<file path="src/dcr_defs.vh">
/*
 Constants for the memory controller timing and configuration registers:
 byte offsets, field positions, reset values and state codes.
 Assumes inclusion by the register file, its checker and its bench.
*/
`ifndef DCR_DEFS_VH
`define DCR_DEFS_VH

// Register byte offsets
`define DCR_OFS_WR_RECOVERY 12'h038
`define DCR_OFS_WR_TO_RD 12'h03c
`define DCR_OFS_PD_EXIT 12'h040
`define DCR_OFS_SR_EXIT 12'h044
`define DCR_OFS_SR_ENTRY 12'h048
`define DCR_OFS_MEM_SETUP2 12'h04c
`define DCR_OFS_REFRESH 12'h050
`define DCR_OFS_QOS_BASE 12'h100
`define DCR_OFS_QOS_LAST 12'h13c
`define DCR_OFS_CHIP_SEL 12'h200
`define DCR_OFS_STATE 12'h300
`define DCR_OFS_CS_PROBE 12'h304
`define DCR_OFS_CS_RESULT 12'h308

// Reset values
`define DCR_RST_WR_RECOVERY 3'h3
`define DCR_RST_WR_TO_RD 3'h2
`define DCR_RST_PD_EXIT 8'h01
`define DCR_RST_SR_EXIT 8'h0a
`define DCR_RST_SR_ENTRY 8'h14
`define DCR_RST_MEM_SETUP2 11'h000
`define DCR_RST_REFRESH 12'h000
`define DCR_RST_QOS 10'h000
`define DCR_RST_CHIP_SEL 17'h0_ff00

// memory_setup_two fields
`define DCR_M2_READ_DELAY_HI 10
`define DCR_M2_READ_DELAY_LO 9
`define DCR_M2_TYPE_HI 8
`define DCR_M2_TYPE_LO 6
`define DCR_M2_WIDTH_HI 5
`define DCR_M2_WIDTH_LO 4
`define DCR_M2_CKE_INIT 3
`define DCR_M2_DQM_INIT 2
`define DCR_M2_BUS_FASTER 1
`define DCR_M2_SYNC 0

// refresh_setup fields
`define DCR_RF_PRESCALE_HI 11
`define DCR_RF_PRESCALE_LO 3
`define DCR_RF_MAX_OUTS_HI 2
`define DCR_RF_MAX_OUTS_LO 0

// master_qos_setup fields
`define DCR_QOS_MAX_HI 9
`define DCR_QOS_MAX_LO 2
`define DCR_QOS_MIN 1
`define DCR_QOS_EN 0

// chip_select_setup fields
`define DCR_CS_BRC 16
`define DCR_CS_MATCH_HI 15
`define DCR_CS_MATCH_LO 8
`define DCR_CS_MASK_HI 7
`define DCR_CS_MASK_LO 0

// Memory type and width encodings
`define DCR_TYPE_SDR 3'h0
`define DCR_TYPE_DDR 3'h1
`define DCR_TYPE_EDRAM 3'h2
`define DCR_TYPE_LPDDR 3'h3
`define DCR_WIDTH_16 2'h0
`define DCR_WIDTH_32 2'h1
`define DCR_WIDTH_64 2'h2

// Master identification step and count
`define DCR_ID_STEP 8'h20
`define DCR_NUM_MASTERS 8

// Controller state codes
`define DCR_ST_CONFIG 2'h0
`define DCR_ST_READY 2'h1
`define DCR_ST_LOWPWR 2'h2

`endif

</file>
<file path="src/dcr_regs.v">
/*
 Timing and configuration register file of a dynamic memory controller,
 reached over APB, with a chip-select address probe and per-master QoS table.
 Assumes an APB master on i_clk, and the command engine reporting its
 state on i_ctrl_state and sampling the configuration outputs.
*/
// The APB slave port was decided locally.
// What this block does
// - Timing, setup, QoS and chip registers accessible only in config or low-power
// - Write-recovery field, 3 bits, resets to three
// - Write-to-read delay, 3 bits, resets to two
// - Power-down exit wait, 8 bits, resets one
// - Self-refresh exit wait, 8 bits, resets ten
// - Self-refresh entry time, 8 bits, resets twenty
// - Pad read latency, 2 bits, resets zero
// - Memory type field selects SDR/DDR/eDRAM/LPDDR
// - Width field selects 16/32/64, 11 reserved
// - Clock-enable output follows its init bit in config state
// - Data mask outputs follow their init bit in config state, low otherwise
// - Refresh prescaler 9 bits, outstanding limit 3
// - Masters identified by ID in 0x20 steps
// - Per-master QoS enable, max and min fields
// - Chip bit selects row-bank or bank-row decode
// - Match value compared with address bits 31:24
// - Mask bit one includes that address bit
`timescale 1ns/1ps
`include "dcr_defs.vh"

module dcr_regs
(
   // Clock and reset
   input wire i_clk,
   input wire i_arst_n,
   // APB slave
   input wire i_psel,
   input wire i_penable,
   input wire i_pwrite,
   input wire [11:0] i_paddr,
   input wire [31:0] i_pwdata,
   output reg [31:0] o_prdata,
   output reg o_pready,
   output reg o_pslverr,
   // Controller state from the command engine
   input wire [1:0] i_ctrl_state,
   // Timing values to the command engine
   output reg [2:0] o_wr_recovery,
   output reg [2:0] o_wr_to_rd,
   output reg [7:0] o_pd_exit,
   output reg [7:0] o_sr_exit,
   output reg [7:0] o_sr_entry,
   // Memory setup to the command engine
   output reg [1:0] o_read_delay,
   output reg o_is_ddr,
   output reg o_is_lpddr,
   output reg [1:0] o_bytes_log2,
   output reg o_width_bad,
   output reg o_sync,
   output reg o_bus_clock_faster_flag,
   output reg [8:0] o_prescale,
   output reg [2:0] o_max_outs_refs,
   output reg o_bank_row_col,
   // Memory pins after reset
   output reg o_mem_cke,
   output reg o_mem_dqm,
   // QoS lookup by AXI ID
   input wire [7:0] i_axi_id,
   output reg o_qos_enable,
   output reg [7:0] o_qos_max,
   output reg o_qos_min,
   // Chip select by AXI address
   input wire [7:0] i_axi_addr_hi,
   output reg o_chip_hit
);

   reg [2:0] wr_recovery;
   reg [2:0] wr_to_rd;
   reg [7:0] pd_exit;
   reg [7:0] sr_exit;
   reg [7:0] sr_entry;
   reg [10:0] mem_setup2;
   reg [11:0] refresh;
   reg [9:0] qos [0:`DCR_NUM_MASTERS-1];
   reg [16:0] chip_sel;
   reg [7:0] cs_probe;
   reg [31:0] next_prdata;
   reg next_pslverr;
   wire cfg_open;
   wire setup;
   wire wr_ok;
   wire [2:0] qos_idx;
   wire qos_hit;
   wire [2:0] id_idx;
   genvar gi;

   // Chip-select comparison over masked upper address bits
   function cs_match;
      input [7:0] addr_hi;
      input [16:0] cfg;
      begin
         cs_match = ((addr_hi ^ cfg[`DCR_CS_MATCH_HI:`DCR_CS_MATCH_LO])
                     & cfg[`DCR_CS_MASK_HI:`DCR_CS_MASK_LO]) == 8'h00;
      end
   endfunction

   // Access window open in config or low-power state
   assign cfg_open = (i_ctrl_state == `DCR_ST_CONFIG) || (i_ctrl_state == `DCR_ST_LOWPWR);
   assign setup = i_psel && !i_penable;
   assign wr_ok = i_psel && i_penable && o_pready && i_pwrite && cfg_open && !o_pslverr;
   assign qos_hit = (i_paddr >= `DCR_OFS_QOS_BASE) && (i_paddr <= `DCR_OFS_QOS_LAST)
                    && (i_paddr[1:0] == 2'h0);
   assign qos_idx = i_paddr[4:2];
   // ID to table slot, one slot per 0x20 step
   assign id_idx = i_axi_id[7:5];

   // Read data and error decode in the setup cycle
   always @*
   begin
      next_prdata = 32'h0000_0000;
      next_pslverr = 1'b0;
      if (i_paddr == `DCR_OFS_STATE)
      begin
         next_prdata = {30'h0000_0000, i_ctrl_state};
      end
      else if (i_paddr == `DCR_OFS_CS_PROBE)
      begin
         next_prdata = {24'h00_0000, cs_probe};
      end
      else if (i_paddr == `DCR_OFS_CS_RESULT)
      begin
         next_prdata = {31'h0000_0000, cs_match(cs_probe, chip_sel)};
      end
      else if (!cfg_open)
      begin
         next_pslverr = 1'b0;
         next_prdata = 32'h0000_0000;
         if (!(i_paddr == `DCR_OFS_WR_RECOVERY || i_paddr == `DCR_OFS_WR_TO_RD
             || i_paddr == `DCR_OFS_PD_EXIT || i_paddr == `DCR_OFS_SR_EXIT
             || i_paddr == `DCR_OFS_SR_ENTRY || i_paddr == `DCR_OFS_MEM_SETUP2
             || i_paddr == `DCR_OFS_REFRESH || i_paddr == `DCR_OFS_CHIP_SEL || qos_hit))
         begin
            next_pslverr = 1'b1;
         end
      end
      else if (i_paddr == `DCR_OFS_WR_RECOVERY)
      begin
         next_prdata = {29'h0000_0000, wr_recovery};
      end
      else if (i_paddr == `DCR_OFS_WR_TO_RD)
      begin
         next_prdata = {29'h0000_0000, wr_to_rd};
      end
      else if (i_paddr == `DCR_OFS_PD_EXIT)
      begin
         next_prdata = {24'h00_0000, pd_exit};
      end
      else if (i_paddr == `DCR_OFS_SR_EXIT)
      begin
         next_prdata = {24'h00_0000, sr_exit};
      end
      else if (i_paddr == `DCR_OFS_SR_ENTRY)
      begin
         next_prdata = {24'h00_0000, sr_entry};
      end
      else if (i_paddr == `DCR_OFS_MEM_SETUP2)
      begin
         next_prdata = {21'h00_0000, mem_setup2};
      end
      else if (i_paddr == `DCR_OFS_REFRESH)
      begin
         next_prdata = {20'h0_0000, refresh};
      end
      else if (qos_hit)
      begin
         // Upper half of the window holds no slots and reads zero
         if (!i_paddr[5])
         begin
            next_prdata = {22'h00_0000, qos[qos_idx]};
         end
      end
      else if (i_paddr == `DCR_OFS_CHIP_SEL)
      begin
         next_prdata = {15'h0000, chip_sel};
      end
      else
      begin
         next_pslverr = 1'b1;
      end
   end

   // APB answer: no wait state, ready in the first access cycle
   always @(posedge i_clk or negedge i_arst_n)
   begin
      if (!i_arst_n)
      begin
         o_pready <= 1'b0;
         o_prdata <= 32'h0000_0000;
         o_pslverr <= 1'b0;
      end
      else
      begin
         o_pready <= setup;
         if (setup)
         begin
            o_prdata <= i_pwrite ? 32'h0000_0000 : next_prdata;
            o_pslverr <= next_pslverr;
         end
         else if (o_pready)
         begin
            o_prdata <= 32'h0000_0000;
            o_pslverr <= 1'b0;
         end
      end
   end

   // Timing, setup and chip registers
   always @(posedge i_clk or negedge i_arst_n)
   begin
      if (!i_arst_n)
      begin
         wr_recovery <= `DCR_RST_WR_RECOVERY;
         wr_to_rd <= `DCR_RST_WR_TO_RD;
         pd_exit <= `DCR_RST_PD_EXIT;
         sr_exit <= `DCR_RST_SR_EXIT;
         sr_entry <= `DCR_RST_SR_ENTRY;
         mem_setup2 <= `DCR_RST_MEM_SETUP2;
         refresh <= `DCR_RST_REFRESH;
         chip_sel <= `DCR_RST_CHIP_SEL;
         cs_probe <= 8'h00;
      end
      else
      begin
         if (i_psel && i_penable && o_pready && i_pwrite && i_paddr == `DCR_OFS_CS_PROBE)
         begin
            cs_probe <= i_pwdata[7:0];
         end
         if (wr_ok)
         begin
            if (i_paddr == `DCR_OFS_WR_RECOVERY)
            begin
               wr_recovery <= i_pwdata[2:0];
            end
            else if (i_paddr == `DCR_OFS_WR_TO_RD)
            begin
               wr_to_rd <= i_pwdata[2:0];
            end
            else if (i_paddr == `DCR_OFS_PD_EXIT)
            begin
               pd_exit <= i_pwdata[7:0];
            end
            else if (i_paddr == `DCR_OFS_SR_EXIT)
            begin
               sr_exit <= i_pwdata[7:0];
            end
            else if (i_paddr == `DCR_OFS_SR_ENTRY)
            begin
               sr_entry <= i_pwdata[7:0];
            end
            else if (i_paddr == `DCR_OFS_MEM_SETUP2)
            begin
               mem_setup2 <= i_pwdata[10:0];
            end
            else if (i_paddr == `DCR_OFS_REFRESH)
            begin
               refresh <= i_pwdata[11:0];
            end
            else if (i_paddr == `DCR_OFS_CHIP_SEL)
            begin
               chip_sel <= i_pwdata[16:0];
            end
         end
      end
   end

   // One QoS entry per master slot
   generate
      for (gi = 0; gi < `DCR_NUM_MASTERS; gi = gi + 1)
      begin : g_qos
         always @(posedge i_clk or negedge i_arst_n)
         begin
            if (!i_arst_n)
            begin
               qos[gi] <= `DCR_RST_QOS;
            end
            // Writes to the unused upper words must not alias onto a slot
            else if (wr_ok && qos_hit && !i_paddr[5] && qos_idx == gi)
            begin
               qos[gi] <= i_pwdata[9:0];
            end
         end
      end
   endgenerate

   // Registered configuration outputs to the engine and pins
   always @(posedge i_clk or negedge i_arst_n)
   begin
      if (!i_arst_n)
      begin
         o_wr_recovery <= `DCR_RST_WR_RECOVERY;
         o_wr_to_rd <= `DCR_RST_WR_TO_RD;
         o_pd_exit <= `DCR_RST_PD_EXIT;
         o_sr_exit <= `DCR_RST_SR_EXIT;
         o_sr_entry <= `DCR_RST_SR_ENTRY;
         o_read_delay <= 2'h0;
         o_is_ddr <= 1'b0;
         o_is_lpddr <= 1'b0;
         o_bytes_log2 <= 2'h1;
         o_width_bad <= 1'b0;
         o_sync <= 1'b0;
         o_bus_clock_faster_flag <= 1'b0;
         o_prescale <= 9'h000;
         o_max_outs_refs <= 3'h0;
         o_bank_row_col <= 1'b0;
         o_mem_cke <= 1'b0;
         o_mem_dqm <= 1'b0;
         o_qos_enable <= 1'b0;
         o_qos_max <= 8'h00;
         o_qos_min <= 1'b0;
         o_chip_hit <= 1'b0;
      end
      else
      begin
         o_wr_recovery <= wr_recovery;
         o_wr_to_rd <= wr_to_rd;
         o_pd_exit <= pd_exit;
         o_sr_exit <= sr_exit;
         o_sr_entry <= sr_entry;
         o_read_delay <= mem_setup2[`DCR_M2_READ_DELAY_HI:`DCR_M2_READ_DELAY_LO];
         // Double-rate modes
         o_is_ddr <= (mem_setup2[`DCR_M2_TYPE_HI:`DCR_M2_TYPE_LO] == `DCR_TYPE_DDR)
                     || (mem_setup2[`DCR_M2_TYPE_HI:`DCR_M2_TYPE_LO] == `DCR_TYPE_LPDDR);
         o_is_lpddr <= mem_setup2[`DCR_M2_TYPE_HI:`DCR_M2_TYPE_LO] == `DCR_TYPE_LPDDR;
         // Width as log2 of bytes; reserved code flagged
         if (mem_setup2[`DCR_M2_WIDTH_HI:`DCR_M2_WIDTH_LO] == `DCR_WIDTH_16)
         begin
            o_bytes_log2 <= 2'h1;
            o_width_bad <= 1'b0;
         end
         else if (mem_setup2[`DCR_M2_WIDTH_HI:`DCR_M2_WIDTH_LO] == `DCR_WIDTH_32)
         begin
            o_bytes_log2 <= 2'h2;
            o_width_bad <= 1'b0;
         end
         else if (mem_setup2[`DCR_M2_WIDTH_HI:`DCR_M2_WIDTH_LO] == `DCR_WIDTH_64)
         begin
            o_bytes_log2 <= 2'h3;
            o_width_bad <= 1'b0;
         end
         else
         begin
            o_bytes_log2 <= 2'h1;
            o_width_bad <= 1'b1;
         end
         o_sync <= mem_setup2[`DCR_M2_SYNC];
         o_bus_clock_faster_flag <= mem_setup2[`DCR_M2_BUS_FASTER];
         o_prescale <= refresh[`DCR_RF_PRESCALE_HI:`DCR_RF_PRESCALE_LO];
         o_max_outs_refs <= refresh[`DCR_RF_MAX_OUTS_HI:`DCR_RF_MAX_OUTS_LO];
         o_bank_row_col <= chip_sel[`DCR_CS_BRC];
         // Pins hold their init levels until the engine leaves config
         if (i_ctrl_state == `DCR_ST_CONFIG)
         begin
            o_mem_cke <= mem_setup2[`DCR_M2_CKE_INIT];
            o_mem_dqm <= mem_setup2[`DCR_M2_DQM_INIT];
         end
         else
         begin
            o_mem_cke <= i_ctrl_state != `DCR_ST_LOWPWR;
            o_mem_dqm <= 1'b0;
         end
         o_qos_enable <= qos[id_idx][`DCR_QOS_EN];
         o_qos_max <= qos[id_idx][`DCR_QOS_MAX_HI:`DCR_QOS_MAX_LO];
         o_qos_min <= qos[id_idx][`DCR_QOS_MIN];
         o_chip_hit <= cs_match(i_axi_addr_hi, chip_sel);
      end
   end

endmodule // dcr_regs

</file>
<file path="config.mk">
export PLATFORM = sky130hd
export DESIGN_NAME = dcr_regs
export DESIGN_NICKNAME = d
export VERILOG_FILES = /design/src/dcr_regs.v
export VERILOG_INCLUDE_DIRS = /design/src
export SDC_FILE = /design/constraint.sdc
export NUM_CORES = 1
export LEC_CHECK = 0
export BUFFER_PORTS_ARGS = -buffer_cell sky130_fd_sc_hd__buf_2
export CORE_MARGIN = 8
export CORE_UTILIZATION = 57
export CTS_CLUSTER_DIAMETER = 150
export DETAILED_ROUTE_END_ITERATION = 16
export GPL_TIMING_DRIVEN = 1
export PLACE_DENSITY = 0.85
export SLEW_MARGIN = 15
export SYNTH_ARGS = -nofsm -noshare
export SYNTH_HDL_FRONTEND = slang
export SYNTH_SLANG_ARGS = --single-unit
</file>
<file path="constraint.sdc">
create_clock -name i_clk -period 2.53 [get_ports i_clk]
set_input_delay 0.506 -clock i_clk [delete_from_list [all_inputs] [get_ports i_clk]]
set_output_delay 0.506 -clock i_clk [all_outputs]
set_load 0.1 [all_outputs]
</file>
; Word-level counts from Yosys, hierarchy flattened
; Index checks and enable logic that the tools add are counted.
[classes]
addsub = 0
n_mul = 0
n_div = 0
n_lt_le_gt_ge = 4
eq_ne = 24
shift = 0
muxes = 47
bitwise_logic = 13
reduce_logical = 47
[op_table]
columns = operator, count
row1 = $mux 32, 15
row2 = $bmux 10 s3, 2
row3 = $eq 12x7->1 const B, 5
row4 = $mux 10, 5
row5 = $eq 12x10->1 const B, 4
row6 = $eq 12x6->1 const B, 2
row7 = $mux 1, 21
row8 = $logic_and 1x1->1, 19
row9 = $mux 17, 1
row10 = $and 8x8->8, 2
row11 = $logic_not 8->1, 2
row12 = $xor 8x8->8, 2
row13 = $eq 3x3->1 const B, 4
row14 = $ge 12x9->1 const B, 1
row15 = $le 12x9->1 const B, 1
row16 = $logic_or 1x1->1, 10
row17 = $eq 3x2->1 const B, 3
row18 = $reduce_and 9->1, 1
row19 = $ge 4x4->1 const B, 2
row20 = $not 3->4, 2
row21 = $reduce_and 8->1, 1
row22 = $not 1->1, 7
row23 = $reduce_and 7->1, 1
row24 = $eq 3x1->1 const B, 2
row25 = 13 further kinds, 20
[word_totals]
regBits = 257
latch_bits = 0
ramBits = 0
rom_bits = 0
input_bits = 67
output_inout_bits = 99
elab_cells = 176
n_memories = 0

; Depth between registers and ports, before layout
; Gate-level depths: netlist of the first run.
[logic_depth]
depth_word = 19
ltp_mapped = 10
mapped_depth_nobuf = 6

; Worst setup path after synthesis of the first run
; Ideal clock, no wire load.
[synth_timing]
path_kind = register -> register
start = register o_pready
end = register qos[10] (netlist bit)
setup_time_ns = 0.125
arrival_ns = 2.599
t_required_ns = 2.405
setup_slack_ns = -0.194
stages_incl_launch_ff = 6
n_path_buf = 0
synth_period_minus_slack_ns = 2.724
cell_sequence = dfrtp_1 -> nand4_1 -> nor3_1 -> nand4b_2 -> nor2_2 -> mux2_2
[synth_between]
elab_chain_len = 7
[synth_rtl]
columns = item, line_no
row1 = from (decl), dcr_regs.v:41  ; output reg o_pready,
row2 = from (signal assigned), dcr_regs.v:201  ; o_pready <= setup;
row3 = $logic_and 1x1->1 (4 in series), dcr_regs.v:108  ; assign wr_ok = i_psel && i_penable && o_pready && i_pwrite && cfg_open && !o_pslverr;
row4 = $logic_and 1x1->1 (3 in series), dcr_regs.v:285  ; else if (wr_ok && qos_hit && !i_paddr[5] && qos_idx == gi)
row5 = "to (signal, indexed assignment)", dcr_regs.v:282  ; qos[gi] <= `DCR_RST_QOS;
row6 = "to (signal, indexed assignment)", dcr_regs.v:287  ; qos[gi] <= i_pwdata[9:0];
row7 = to (decl), dcr_regs.v:82  ; reg [9:0] qos [0:`DCR_NUM_MASTERS-1];
; No other way between the ends.
; A chain may end at the register's enable or synchronous reset.

; Worst setup path in the final report of the first run
[layout_timing]
start = input port i_paddr[2]
end = register o_prdata[9]
[layout_between]
elab_chain_len = 19
[layout_rtl]
columns = item, line_no
row1 = from (decl), dcr_regs.v:38  ; input wire [11:0] i_paddr,
row2 = branches (longest 16 deep; another with $ge 12x9->1), n/a
row3 = $mux 32 (*), dcr_regs.v:120  ; if (i_paddr == `DCR_OFS_STATE)
row4 = $mux 32 (*), dcr_regs.v:204  ; o_prdata <= i_pwrite ? 32'h0000_0000 : next_prdata;
row5 = $mux 32 (*), dcr_regs.v:202  ; if (setup)
row6 = to (signal assigned), dcr_regs.v:204
row7 = to (decl), dcr_regs.v:40  ; output reg [31:0] o_prdata,
; Mark *: on every way between the ends. The select of a mux whose other input is x is not followed.

==> impl_metrics.csv, run 1 <==
group,metric,value,unit
clock_tree,clockBufferDepth,3,
placement,hpwl,20800,µm
sta,period_share,0.901,
sta,rsz0062_at_grt,"no",
yosys,ys.flop_type,"dfrtp_1",
layout,final_cell_area,13300,µm²
yosys,yosysUniqueCellTypes,58,
critical_path,cp_top_family,"compound AO/OA/AOI/OAI gates",
layout,final_cell_mix,"dfrtp_1 (216), mux2_2 (171), buf_2 (129)",
sta,slew_viol_final,0,
critical_path,crit_chain,"buf_2 -> buf_4 -> nand2_1 -> a21oi_1 -> nand2_1 -> a21oi_1 -> a32o_1",
critical_path,cp.arrival,2730,ps
clock_tree,clk_latency,510,ps
floorplan,design.die.area,24000,µm²
routing,wl,29700,µm
placement,gp_congestion,1.07,
routing,drtIter0Drc,510,
global_routing,gr-total-overflow,0,
global_routing,grt_max_degree,70,
critical_path,endpoint_kind,"flop",
sta,fin_ws,252,ps
layout,diodes,0,
layout,area_delta_synth_final,21.1,%
yosys,synthCells,772,
yosys,syn-cell-area,11000,µm²
critical_path,worstPathRequired,2980,ps
clock_tree,holdBufCountCts,1,
layout,layout_commonest_cell,"dfrtp_1",
power_and_ir_drop,powerDensity,615,nW/µm²
sta,hold_violations,0,
clock_tree,cts_resized,0,
clock_tree,postCtsSetupRepairBufs,0,
floorplan,row_count,51,
outcome,status,"completed",
placement,io_buffers,130,
yosys,seq_area_frac_synth,0.553,
placement,dpl-instance-area,12500,µm²
floorplan,core_area,19200,µm²
power_and_ir_drop,power,8.20,mW
clock_tree,cts_tree,"built",
sta,min_period,2280,ps
routing,wl_per_cell,23.9,µm
layout,final_cells,1241,
routing,dr.pass1.iters,6,
power_and_ir_drop,ir_worst_vdd,550,µV
sta,tightest_slew,548,ps
critical_path,critPathBufInv,2,
clock_tree,cts_inserted_buffers,25,
power_and_ir_drop,power_leakage,6.61,nW
layout,drive_gt1_frac,0.523,
sta,finClkSkew,19.2,ps
layout,postLayoutCoreUtil,0.694,
sta,hold_ws,205,ps
floorplan,die_x,155,µm
routing,ant_nets,0,
sta,timing.fmax,439,MHz
yosys,synth_area_per_cell,14.3,µm²
floorplan,start_util,0.573,
clock_tree,clkSlewWorstSetupHoldPaths,60,ps
yosys,synthArstFlopShare,1.00,
global_routing,grt_antenna_before_repair,0,
clock_tree,clkSinkCount,242,
layout,final_nets,1027,
global_routing,grt_pass1_wl,46700,µm
yosys,synth-edff-count,0,
placement,dp_cells,1195,
floorplan,pin_count,166,
critical_path,cp-start-kind,"input pin",
clock_tree,clockRootBuffer,"clkbuf_16",
critical_path,crit_slowest_cell,"a21oi_1",
sta,max_slew_margin,0.635,
critical_path,worstSetupPathType,"input pin to flop",
run,max_cap_viol_count,0,
min_path,hold_class,"input pin to flop",
routing,num_vias,7590,
clock_tree,htreeDepth,1,
critical_path,cp_max_fo,23,
critical_path,cpPeakStageDelay,410,ps
yosys,yosys_warnings,0,
routing,avgViaCountPerCell,6.12,
sta,fin_tns_setup,0,ps
placement,pre_cts_ws,-153,ps
sta,setup_viol,0,
yosys,ys_ff_latch,242,
global_routing,first_global_vias,8061,
floorplan,die_h,155,µm
global_routing,gr-usage-all-layers,0.251,
routing,drc,0,
-- worst register-to-register path, delay by kind of cell (launching register included) --
family | cells | cell delay [ps]
multiplexers | 1 | 370
flip-flops | 1 | 380
buffers and inverters | 2 | 390
AND/OR/NAND/NOR | 4 | 750
-- registers in the layout, indices dropped and copies added (netlist names), 9 cells and up --
signal	count
mem_setup2	11
qos	80
o_prdata	17
o_prescale	9
chip_sel	17
refresh	12
-- cell type report --
| class | instances | area, µm² |
|---|---|---|
| flip-flops and latches | 242 | 6090 |
| fillers | 1305 | 5880 |
| multi-input cells | 477 | 4640 |
| repair buffers | 204 | 1380 |
| clock buffers | 32 | 672 |
| well taps | 265 | 332 |
| clock inverters | 13 | 181 |
| inverters | 8 | 30.0 |
-- final timing paths --
path | from | end | slack (ps) | cells past startpoint
setup reg to reg | o_pready$_DFF_PN0_ | qos[2]$_DFFE_PN0P_ | 510 | 7
max in group asynchronous | i_arst_n | o_pd_exit[0]$_DFF_PN1_ | 1240 | 3
min in group asynchronous | i_arst_n | o_prescale[8]$_DFF_PN0_ | 540 | 2
hold / removal | i_penable | o_pready$_DFF_PN0_ | 210 | 2
hold reg to reg | wr_recovery[0]$_DFFE_PN1P_ | o_wr_recovery[0]$_DFF_PN1_ | 380 | 0
setup / recovery | i_paddr[2] | o_prdata[9]$_DFFE_PN0P_ | 250 | 7
-- cell families after synthesis --
| logic type | count (synthesis) | share of synthesized area |
|---|---|---|
| flops | 242 | 0.553 |
| mux | 225 | 0.276 |
| simple gates | 120 | 0.0648 |
| compound gates | 99 | 0.0614 |
| buf+inv | 67 | 0.0300 |
| xor+xnor | 16 | 0.0127 |
| fa+ha+maj | 2 | 0.00227 |
| other cells | 1 | 0.000341 |
-- synthesized netlist by cell type (3+ instances only) --
master    count  share of area
a21oi_1      27          0.012
a22o_1        9         0.0072
a22oi_1      15          0.010
a32o_1        6         0.0055
a32oi_1       5         0.0040
and2_1        3         0.0017
buf_1         7         0.0024
buf_2         9         0.0041
buf_4        18          0.012
clkbuf_1     25         0.0085
dfrtp_1     217           0.49
dfstp_2      25          0.060
inv_1         8         0.0027
mux2_1        4         0.0041
mux2_2      171           0.17
mux2i_1       5         0.0045
mux4_2       45          0.092
nand2_1      33          0.011
nand2_2       5         0.0028
nand2b_1     10         0.0057
nand3_1       5         0.0023
nand4_1       5         0.0028
nor2_1       10         0.0034
nor2_2        8         0.0045
nor2b_1       8         0.0045
nor3_1        4         0.0018
nor3_2        4         0.0036
nor4_1        3         0.0017
o211ai_1      3         0.0020
o21ai_0      14         0.0064
o22ai_1       8         0.0045
xor2_1       16          0.013
-- per-layer routing --
| metal | part of all wire | vias to the layer above | wire length, µm | global-route usage |
|---|---|---|---|---|
| met1 | 0.39 | 3923 | 11600 | 0.326 |
| met4 | 0.033 | 0 | 975 | 0.0933 |
| met5 | 0 | - | 0 | 0 |
| met3 | 0.081 | 62 | 2410 | 0.0483 |
| li1 | - | 3226 | - | - |
| met2 | 0.49 | 379 | 14700 | 0.413 |
-- report_power, final --
part | internal, mW | total (mW) | leakage [nW] | switching [mW]
clock | 2.29 | 3.78 | 0.414 | 1.49
combinational | 0.139 | 0.538 | 2.93 | 0.399
sequential | 3.88 | 3.88 | 3.26 | 0.00283
Note: power is estimated with default switching activity, not from simulation.
==> inputs of run 2 (changes only) <==
--- a/config.mk
+++ b/config.mk
@@ -11,7 +11,7 @@
 export CORE_UTILIZATION = 57
 export CTS_CLUSTER_DIAMETER = 150
 export DETAILED_ROUTE_END_ITERATION = 16
-export GPL_TIMING_DRIVEN = 1
+export GPL_TIMING_DRIVEN = 0
 export PLACE_DENSITY = 0.85
 export SLEW_MARGIN = 15
 export SYNTH_ARGS = -nofsm -noshare
==> impl_metrics.csv, run 2 (synthesized netlist as in run 1, its figures left out) <==
group,metric,value,unit
critical_path,timing.rr.start,"o_pready$_DFF_PN0_",
layout,postLayoutCoreUtil,0.680,
critical_path,cp.arrival,2870,ps
sta,rsz0062_at_grt,"no",
sta,timing.fmax,405,MHz
global_routing,gr-usage-all-layers,0.251,
power_and_ir_drop,p_clk_frac,0.480,
layout,multi_input_area,4700,µm²
sta,min_period,2470,ps
critical_path,crit_chain,"buf_2 -> buf_4 -> nor2_2 -> nand2_2 -> nor3_2 -> and2_1 -> buf_4 -> mux2_2",
critical_path,timing.rr.end,"qos[24]$_DFFE_PN0P_",
global_routing,met3_usage,0.0558,
sta,setup_viol,0,
critical_path,regToRegSetupSlack,120,ps
global_routing,use_met2,0.404,
layout,drive_gt1_frac,0.492,
routing,drc,0,
floorplan,core_area,19200,µm²
clock_tree,clkSinkCount,242,
clock_tree,clockRootBuffer,"clkbuf_16",
critical_path,cp_max_fo,10,
routing,avgViaCountPerCell,6.19,
clock_tree,cts_inserted_buffers,24,
clock_tree,postCtsSetupRepairBufs,0,
critical_path,endpoint_kind,"flop",
routing,num_vias,7569,
placement,gp_congestion,1.01,
critical_path,worstPathRequired,2930,ps
layout,reg_top3,"qos x80, chip_sel x17, o_prdata x17",
global_routing,grt_util_met1,0.326,
min_path,hold_class,"input pin to flop",
power_and_ir_drop,powerDensity,649,nW/µm²
sta,finClkSkew,8.17,ps
critical_path,cpPeakStageDelay,370,ps
sta,tightest_slew,974,ps
critical_path,cp-start-kind,"input pin",
sta,max_slew_margin,0.351,
clock_tree,cts_tree,"built",
layout,final_cells,1223,
floorplan,design.die.area,24000,µm²
placement,io_buffers,124,
layout,nFillCells,1349,
global_routing,grt_max_degree,106,
power_and_ir_drop,power_leakage,6.41,nW
global_routing,grt-busiest-layer,"met2",
critical_path,crit_start,"i_paddr[2]",
critical_path,cpMostUsedCell,"buf_4",
floorplan,pin_count,166,
layout,register_area,6090,µm²
global_routing,gr-total-overflow,0,
sta,hold_violations,0,
floorplan,start_util,0.573,
power_and_ir_drop,p_sw,1.94,mW
global_routing,grt_pass1_wl,45800,µm
layout,top_register,"qos",
placement,dp_cells,1177,
critical_path,worstSetupPathType,"input pin to flop",
clock_tree,clockBufferDepth,3,
routing,dr.pass1.iters,5,
layout,largest_reg_flops,80,
run,max_cap_viol_count,0,
clock_tree,htreeDepth,1,
routing,wl_per_cell,24.7,µm
routing,wl,30200,µm
placement,hpwl,21300,µm
floorplan,row_count,51,
routing,ant_nets,0,
global_routing,grt_antenna_before_repair,2,
power_and_ir_drop,p_seq_frac,0.457,
layout,layout_commonest_cell,"dfrtp_1",
global_routing,first_global_vias,7663,
clock_tree,clkSlewWorstSetupHoldPaths,60,ps
floorplan,die_x,155,µm
power_and_ir_drop,internal-power,6.54,mW
sta,slew_viol_final,0,
routing,drtIter0Drc,848,
critical_path,crit_slowest_cell,"nor3_2",
critical_path,cp-endpoint,"refresh[5]$_DFFE_PN0P_",
clock_tree,clk_latency,520,ps
layout,final_nets,1008,
power_and_ir_drop,sw_frac_of_total,0.229,
layout,final_cell_mix,"dfrtp_1 (216), mux2_2 (171), buf_2 (136)",
power_and_ir_drop,ir_worst_vdd,518,µV
layout,area_delta_synth_final,18.7,%
floorplan,die_h,155,µm
critical_path,r2r_cells,5,
sta,period_share,0.977,
power_and_ir_drop,combPwrFrac,0.063,
outcome,status,"completed",
## run 2: worst min-delay path by stage
stage                                 from                            to  cells after the start
CTS                              i_penable            o_pready$_DFF_PN0_                      2
global route                     i_penable            o_pready$_DFF_PN0_                      2
floorplan                         i_arst_n       chip_sel[0]$_DFFE_PN0P_                      0
global placement    refresh[0]$_DFFE_PN0P_  o_max_outs_refs[0]$_DFF_PN0_                      0
finish                           i_penable            o_pready$_DFF_PN0_                      2
detailed placement  refresh[0]$_DFFE_PN0P_  o_max_outs_refs[0]$_DFF_PN0_                      0
## run 2: final cells by class
class	instances	area share
sequential	242	0.466
multi-input combinational	477	0.359
timing repair buffer	127	0.0532
clock buffer	32	0.0529
tap	265	0.0254
buffer	59	0.0235
clock inverter	12	0.0171
inverter	8	0.00230
antenna	1	0.000191
## run 2: per-layer routing
metal  vias to the layer above  routed length (µm)
met5                         -                  14
met4                         2                1120
met3                        69                2630
met2                       385               14500
met1                      3925               12000
li1                       3188                   -
## run 2: metrics by stage
| step | setup TNS [ps] | total power, mW | cell area, µm² | setup slack (ps) | hold WS, ps |
|---|---|---|---|---|---|
| floorplan | 0 | 4.25 | 11100 | 34.1 | 210 |
| global placement | -776420 | 4.46 | 12000 | -3470 | 359 |
| finish | 0 | 8.48 | 13100 | 59.2 | 214 |
| detailed placement | -77980 | 4.47 | 12100 | -711 | 364 |
| CTS | 0 | 8.51 | 13000 | 21.7 | 200 |
| global route | 0 | 8.72 | 13100 | 1.34 | 207 |
## run 2: what timing repair did
item                       4_1_cts  5_1_grt
hold buffers                     1        0
setup endpoints to repair      137       55
resized for setup               12        6
hold endpoints to repair        33        0
## run 2: power groups by stage
stage | clock network [mW] | registers, mW | logic, mW
floorplan | 0 | 3.98 | 0.277
global placement | 0 | 3.95 | 0.507
detailed placement | 0 | 3.95 | 0.522
CTS | 4.10 | 3.88 | 0.528
global route | 4.27 | 3.88 | 0.567
finish | 4.07 | 3.88 | 0.532
## run 2: worst max-delay path: cells and delay by family
family | cells | cell delay [ps]
simple gates | 4 | 1300
buf+inv | 3 | 690
mux | 1 | 360
==> inputs of run 3 (changes only) <==
--- a/config.mk
+++ b/config.mk
@@ -12,7 +12,7 @@
 export CTS_CLUSTER_DIAMETER = 150
 export DETAILED_ROUTE_END_ITERATION = 16
 export GPL_TIMING_DRIVEN = 0
-export PLACE_DENSITY = 0.85
+export PLACE_DENSITY_LB_ADDON = 0.12
 export SLEW_MARGIN = 15
 export SYNTH_ARGS = -nofsm -noshare
 export SYNTH_HDL_FRONTEND = slang
==> constraint.sdc (replaced) <==
create_clock -name i_clk -period 2.4 [get_ports i_clk]
set_input_delay 0.48 -clock i_clk [delete_from_list [all_inputs] [get_ports i_clk]]
set_output_delay 0.48 -clock i_clk [all_outputs]
set_load 0.1 [all_outputs]
==> impl_metrics.csv, run 3 (synthesized netlist as in run 1, its figures left out) <==
group,metric,value,unit
sta,rsz0062_at_grt,"yes",
clock_tree,clkSlewWorstSetupHoldPaths,60,ps
power_and_ir_drop,ir_worst_vdd,596,µV
sta,fin_tns_setup,-840,ps
min_path,hold_class,"input pin to flop",
floorplan,design.die.area,24000,µm²
clock_tree,clockBufferDepth,3,
floorplan,pin_count,166,
global_routing,gr-usage-all-layers,0.267,
routing,wl_per_cell,25.8,µm
critical_path,cp-start-kind,"input pin",
critical_path,cp.arrival,2880,ps
layout,final_cells,1230,
clock_tree,clk_latency,520,ps
placement,io_buffers,124,
outcome,violations,"negative setup slack",
clock_tree,cts_inserted_buffers,25,
routing,wl,31800,µm
routing,dr.pass1.iters,5,
placement,dpl-instance-area,12100,µm²
sta,max_slew_margin,0.301,
layout,postLayoutCoreUtil,0.684,
routing,ant_nets,0,
global_routing,grt_antenna_before_repair,2,
clock_tree,cts_tree,"built",
run,max_cap_viol_count,0,
critical_path,endpoint_kind,"flop",
sta,timing.fmax,404,MHz
sta,finClkSkew,9.53,ps
layout,register_area,6090,µm²
power_and_ir_drop,power_leakage,6.47,nW
power_and_ir_drop,power,8.65,mW
global_routing,first_global_vias,7906,
layout,final_cell_area,13100,µm²
layout,area_delta_synth_final,19.3,%
floorplan,die_h,155,µm
sta,hold_violations,0,
floorplan,die_x,155,µm
layout,drive_gt1_frac,0.501,
global_routing,gr-total-overflow,0,
sta,period_share,1.03,
global_routing,grt_pass1_wl,48600,µm
sta,min_period,2480,ps
layout,largest_reg_flops,80,
clock_tree,clockRootBuffer,"clkbuf_16",
floorplan,core_area,19200,µm²
sta,fin_ws,-77.7,ps
critical_path,worstSetupPathType,"input pin to flop",
layout,final_cell_mix,"dfrtp_1 (216), mux2_2 (171), buf_2 (135)",
clock_tree,htreeDepth,1,
placement,hpwl,22600,µm
floorplan,row_count,51,
placement,dp_cells,1177,
layout,layout_commonest_cell,"dfrtp_1",
global_routing,grt_max_degree,114,
critical_path,cp_max_fo,8,
clock_tree,clkSinkCount,242,
power_and_ir_drop,powerDensity,658,nW/µm²
floorplan,start_util,0.573,
outcome,status,"finished with violations",
layout,diodes,0,
layout,top_register,"qos",
layout,multi_input_area,4720,µm²
routing,drtIter0Drc,474,
layout,final_nets,1016,
layout,reg_top3,"qos x80, chip_sel x17, o_prdata x17",
sta,setup_viol,20,
routing,drc,0,
routing,num_vias,7543,
layout,nFillCells,1335,
sta,tightest_slew,1050,ps
critical_path,worstPathRequired,2800,ps
routing,avgViaCountPerCell,6.13,
placement,gp_congestion,0.939,
sta,slew_viol_final,0,
## run 3: cell count changes in the layout (fill, tap and decap cells not counted), moves of 3 or more
| cell | change |
|---|---|
| buf_12 | +4 |
| clkinv_2 | +4 |
| buf_4 | +3 |
| bufinv_16 | -3 |
| clkbuf_2 | +3 |
| clkinvlp_4 | -3 |
## run 3: layout make-up
type | count | area share
plain buffers | 59 | 0.0241
clock buffers | 33 | 0.0530
clock inverters | 12 | 0.0115
inverters | 8 | 0.00229
multi-input cells | 477 | 0.360
flip-flops and latches | 242 | 0.464
well taps | 265 | 0.0252
repair buffers | 134 | 0.0608
## run 3: per-layer routing
layer  vias to the layer above  track usage  routed length (µm)
met5                         -            0                  31
met4                         4       0.0835                 809
met3                        63       0.0632                2790
met2                       337        0.435               15400
met1                      3928        0.349               12800
li1                       3211            -                   -
## run 3: worst paths after layout
| path | start | end | slack, ps | cells past startpoint |
|---|---|---|---|---|
| max in group asynchronous | i_arst_n | qos[67]$_DFFE_PN0P_ | 990 | 3 |
| max reg2reg | o_pready$_DFF_PN0_ | qos[40]$_DFFE_PN0P_ | 120 | 7 |
| min in group asynchronous | i_arst_n | o_pd_exit[3]$_DFF_PN0_ | 480 | 2 |
| min reg2reg | wr_recovery[0]$_DFFE_PN1P_ | o_wr_recovery[0]$_DFF_PN1_ | 380 | 0 |
| max | i_paddr[8] | pd_exit[4]$_DFFE_PN0P_ | -80 | 6 |
| min | i_pwdata[16] | chip_sel[16]$_DFFE_PN0P_ | 190 | 2 |
## run 3: what timing repair did
action                                  in CTS  in global routing
hold buffers                                 1                  0
setup buffers                                1                  6
hold endpoints to repair                    53                  0
endpoints found under the setup margin      91                 93
pin swaps                                    4                  6
resized for setup                           18                  5
## run 3: metrics by stage
| step | hold slack, ps | setup WS, ps |
|---|---|---|
| global placement | 369 | -3440 |
| global route | 178 | -140 |
| finish | 195 | -77.7 |
| CTS | 182 | -54.9 |
| detailed placement | 368 | -998 |
| floorplan | 184 | 17.6 |
## run 3: power breakdown
part           internal (mW)  total (mW)  leakage (nW)  switching, mW
clock network           2.37        3.98         0.418           1.61
registers               4.09        4.09          3.26        0.00494
logic                  0.136       0.579          2.79          0.443
total                   6.59        8.65          6.47           2.05
## run 3: critical path, stage by stage
cell     delay [ps]
buf_2           170
or4_1           640
nor3_2          460
nand2_1         210
nor2_2          510
mux2_2          400
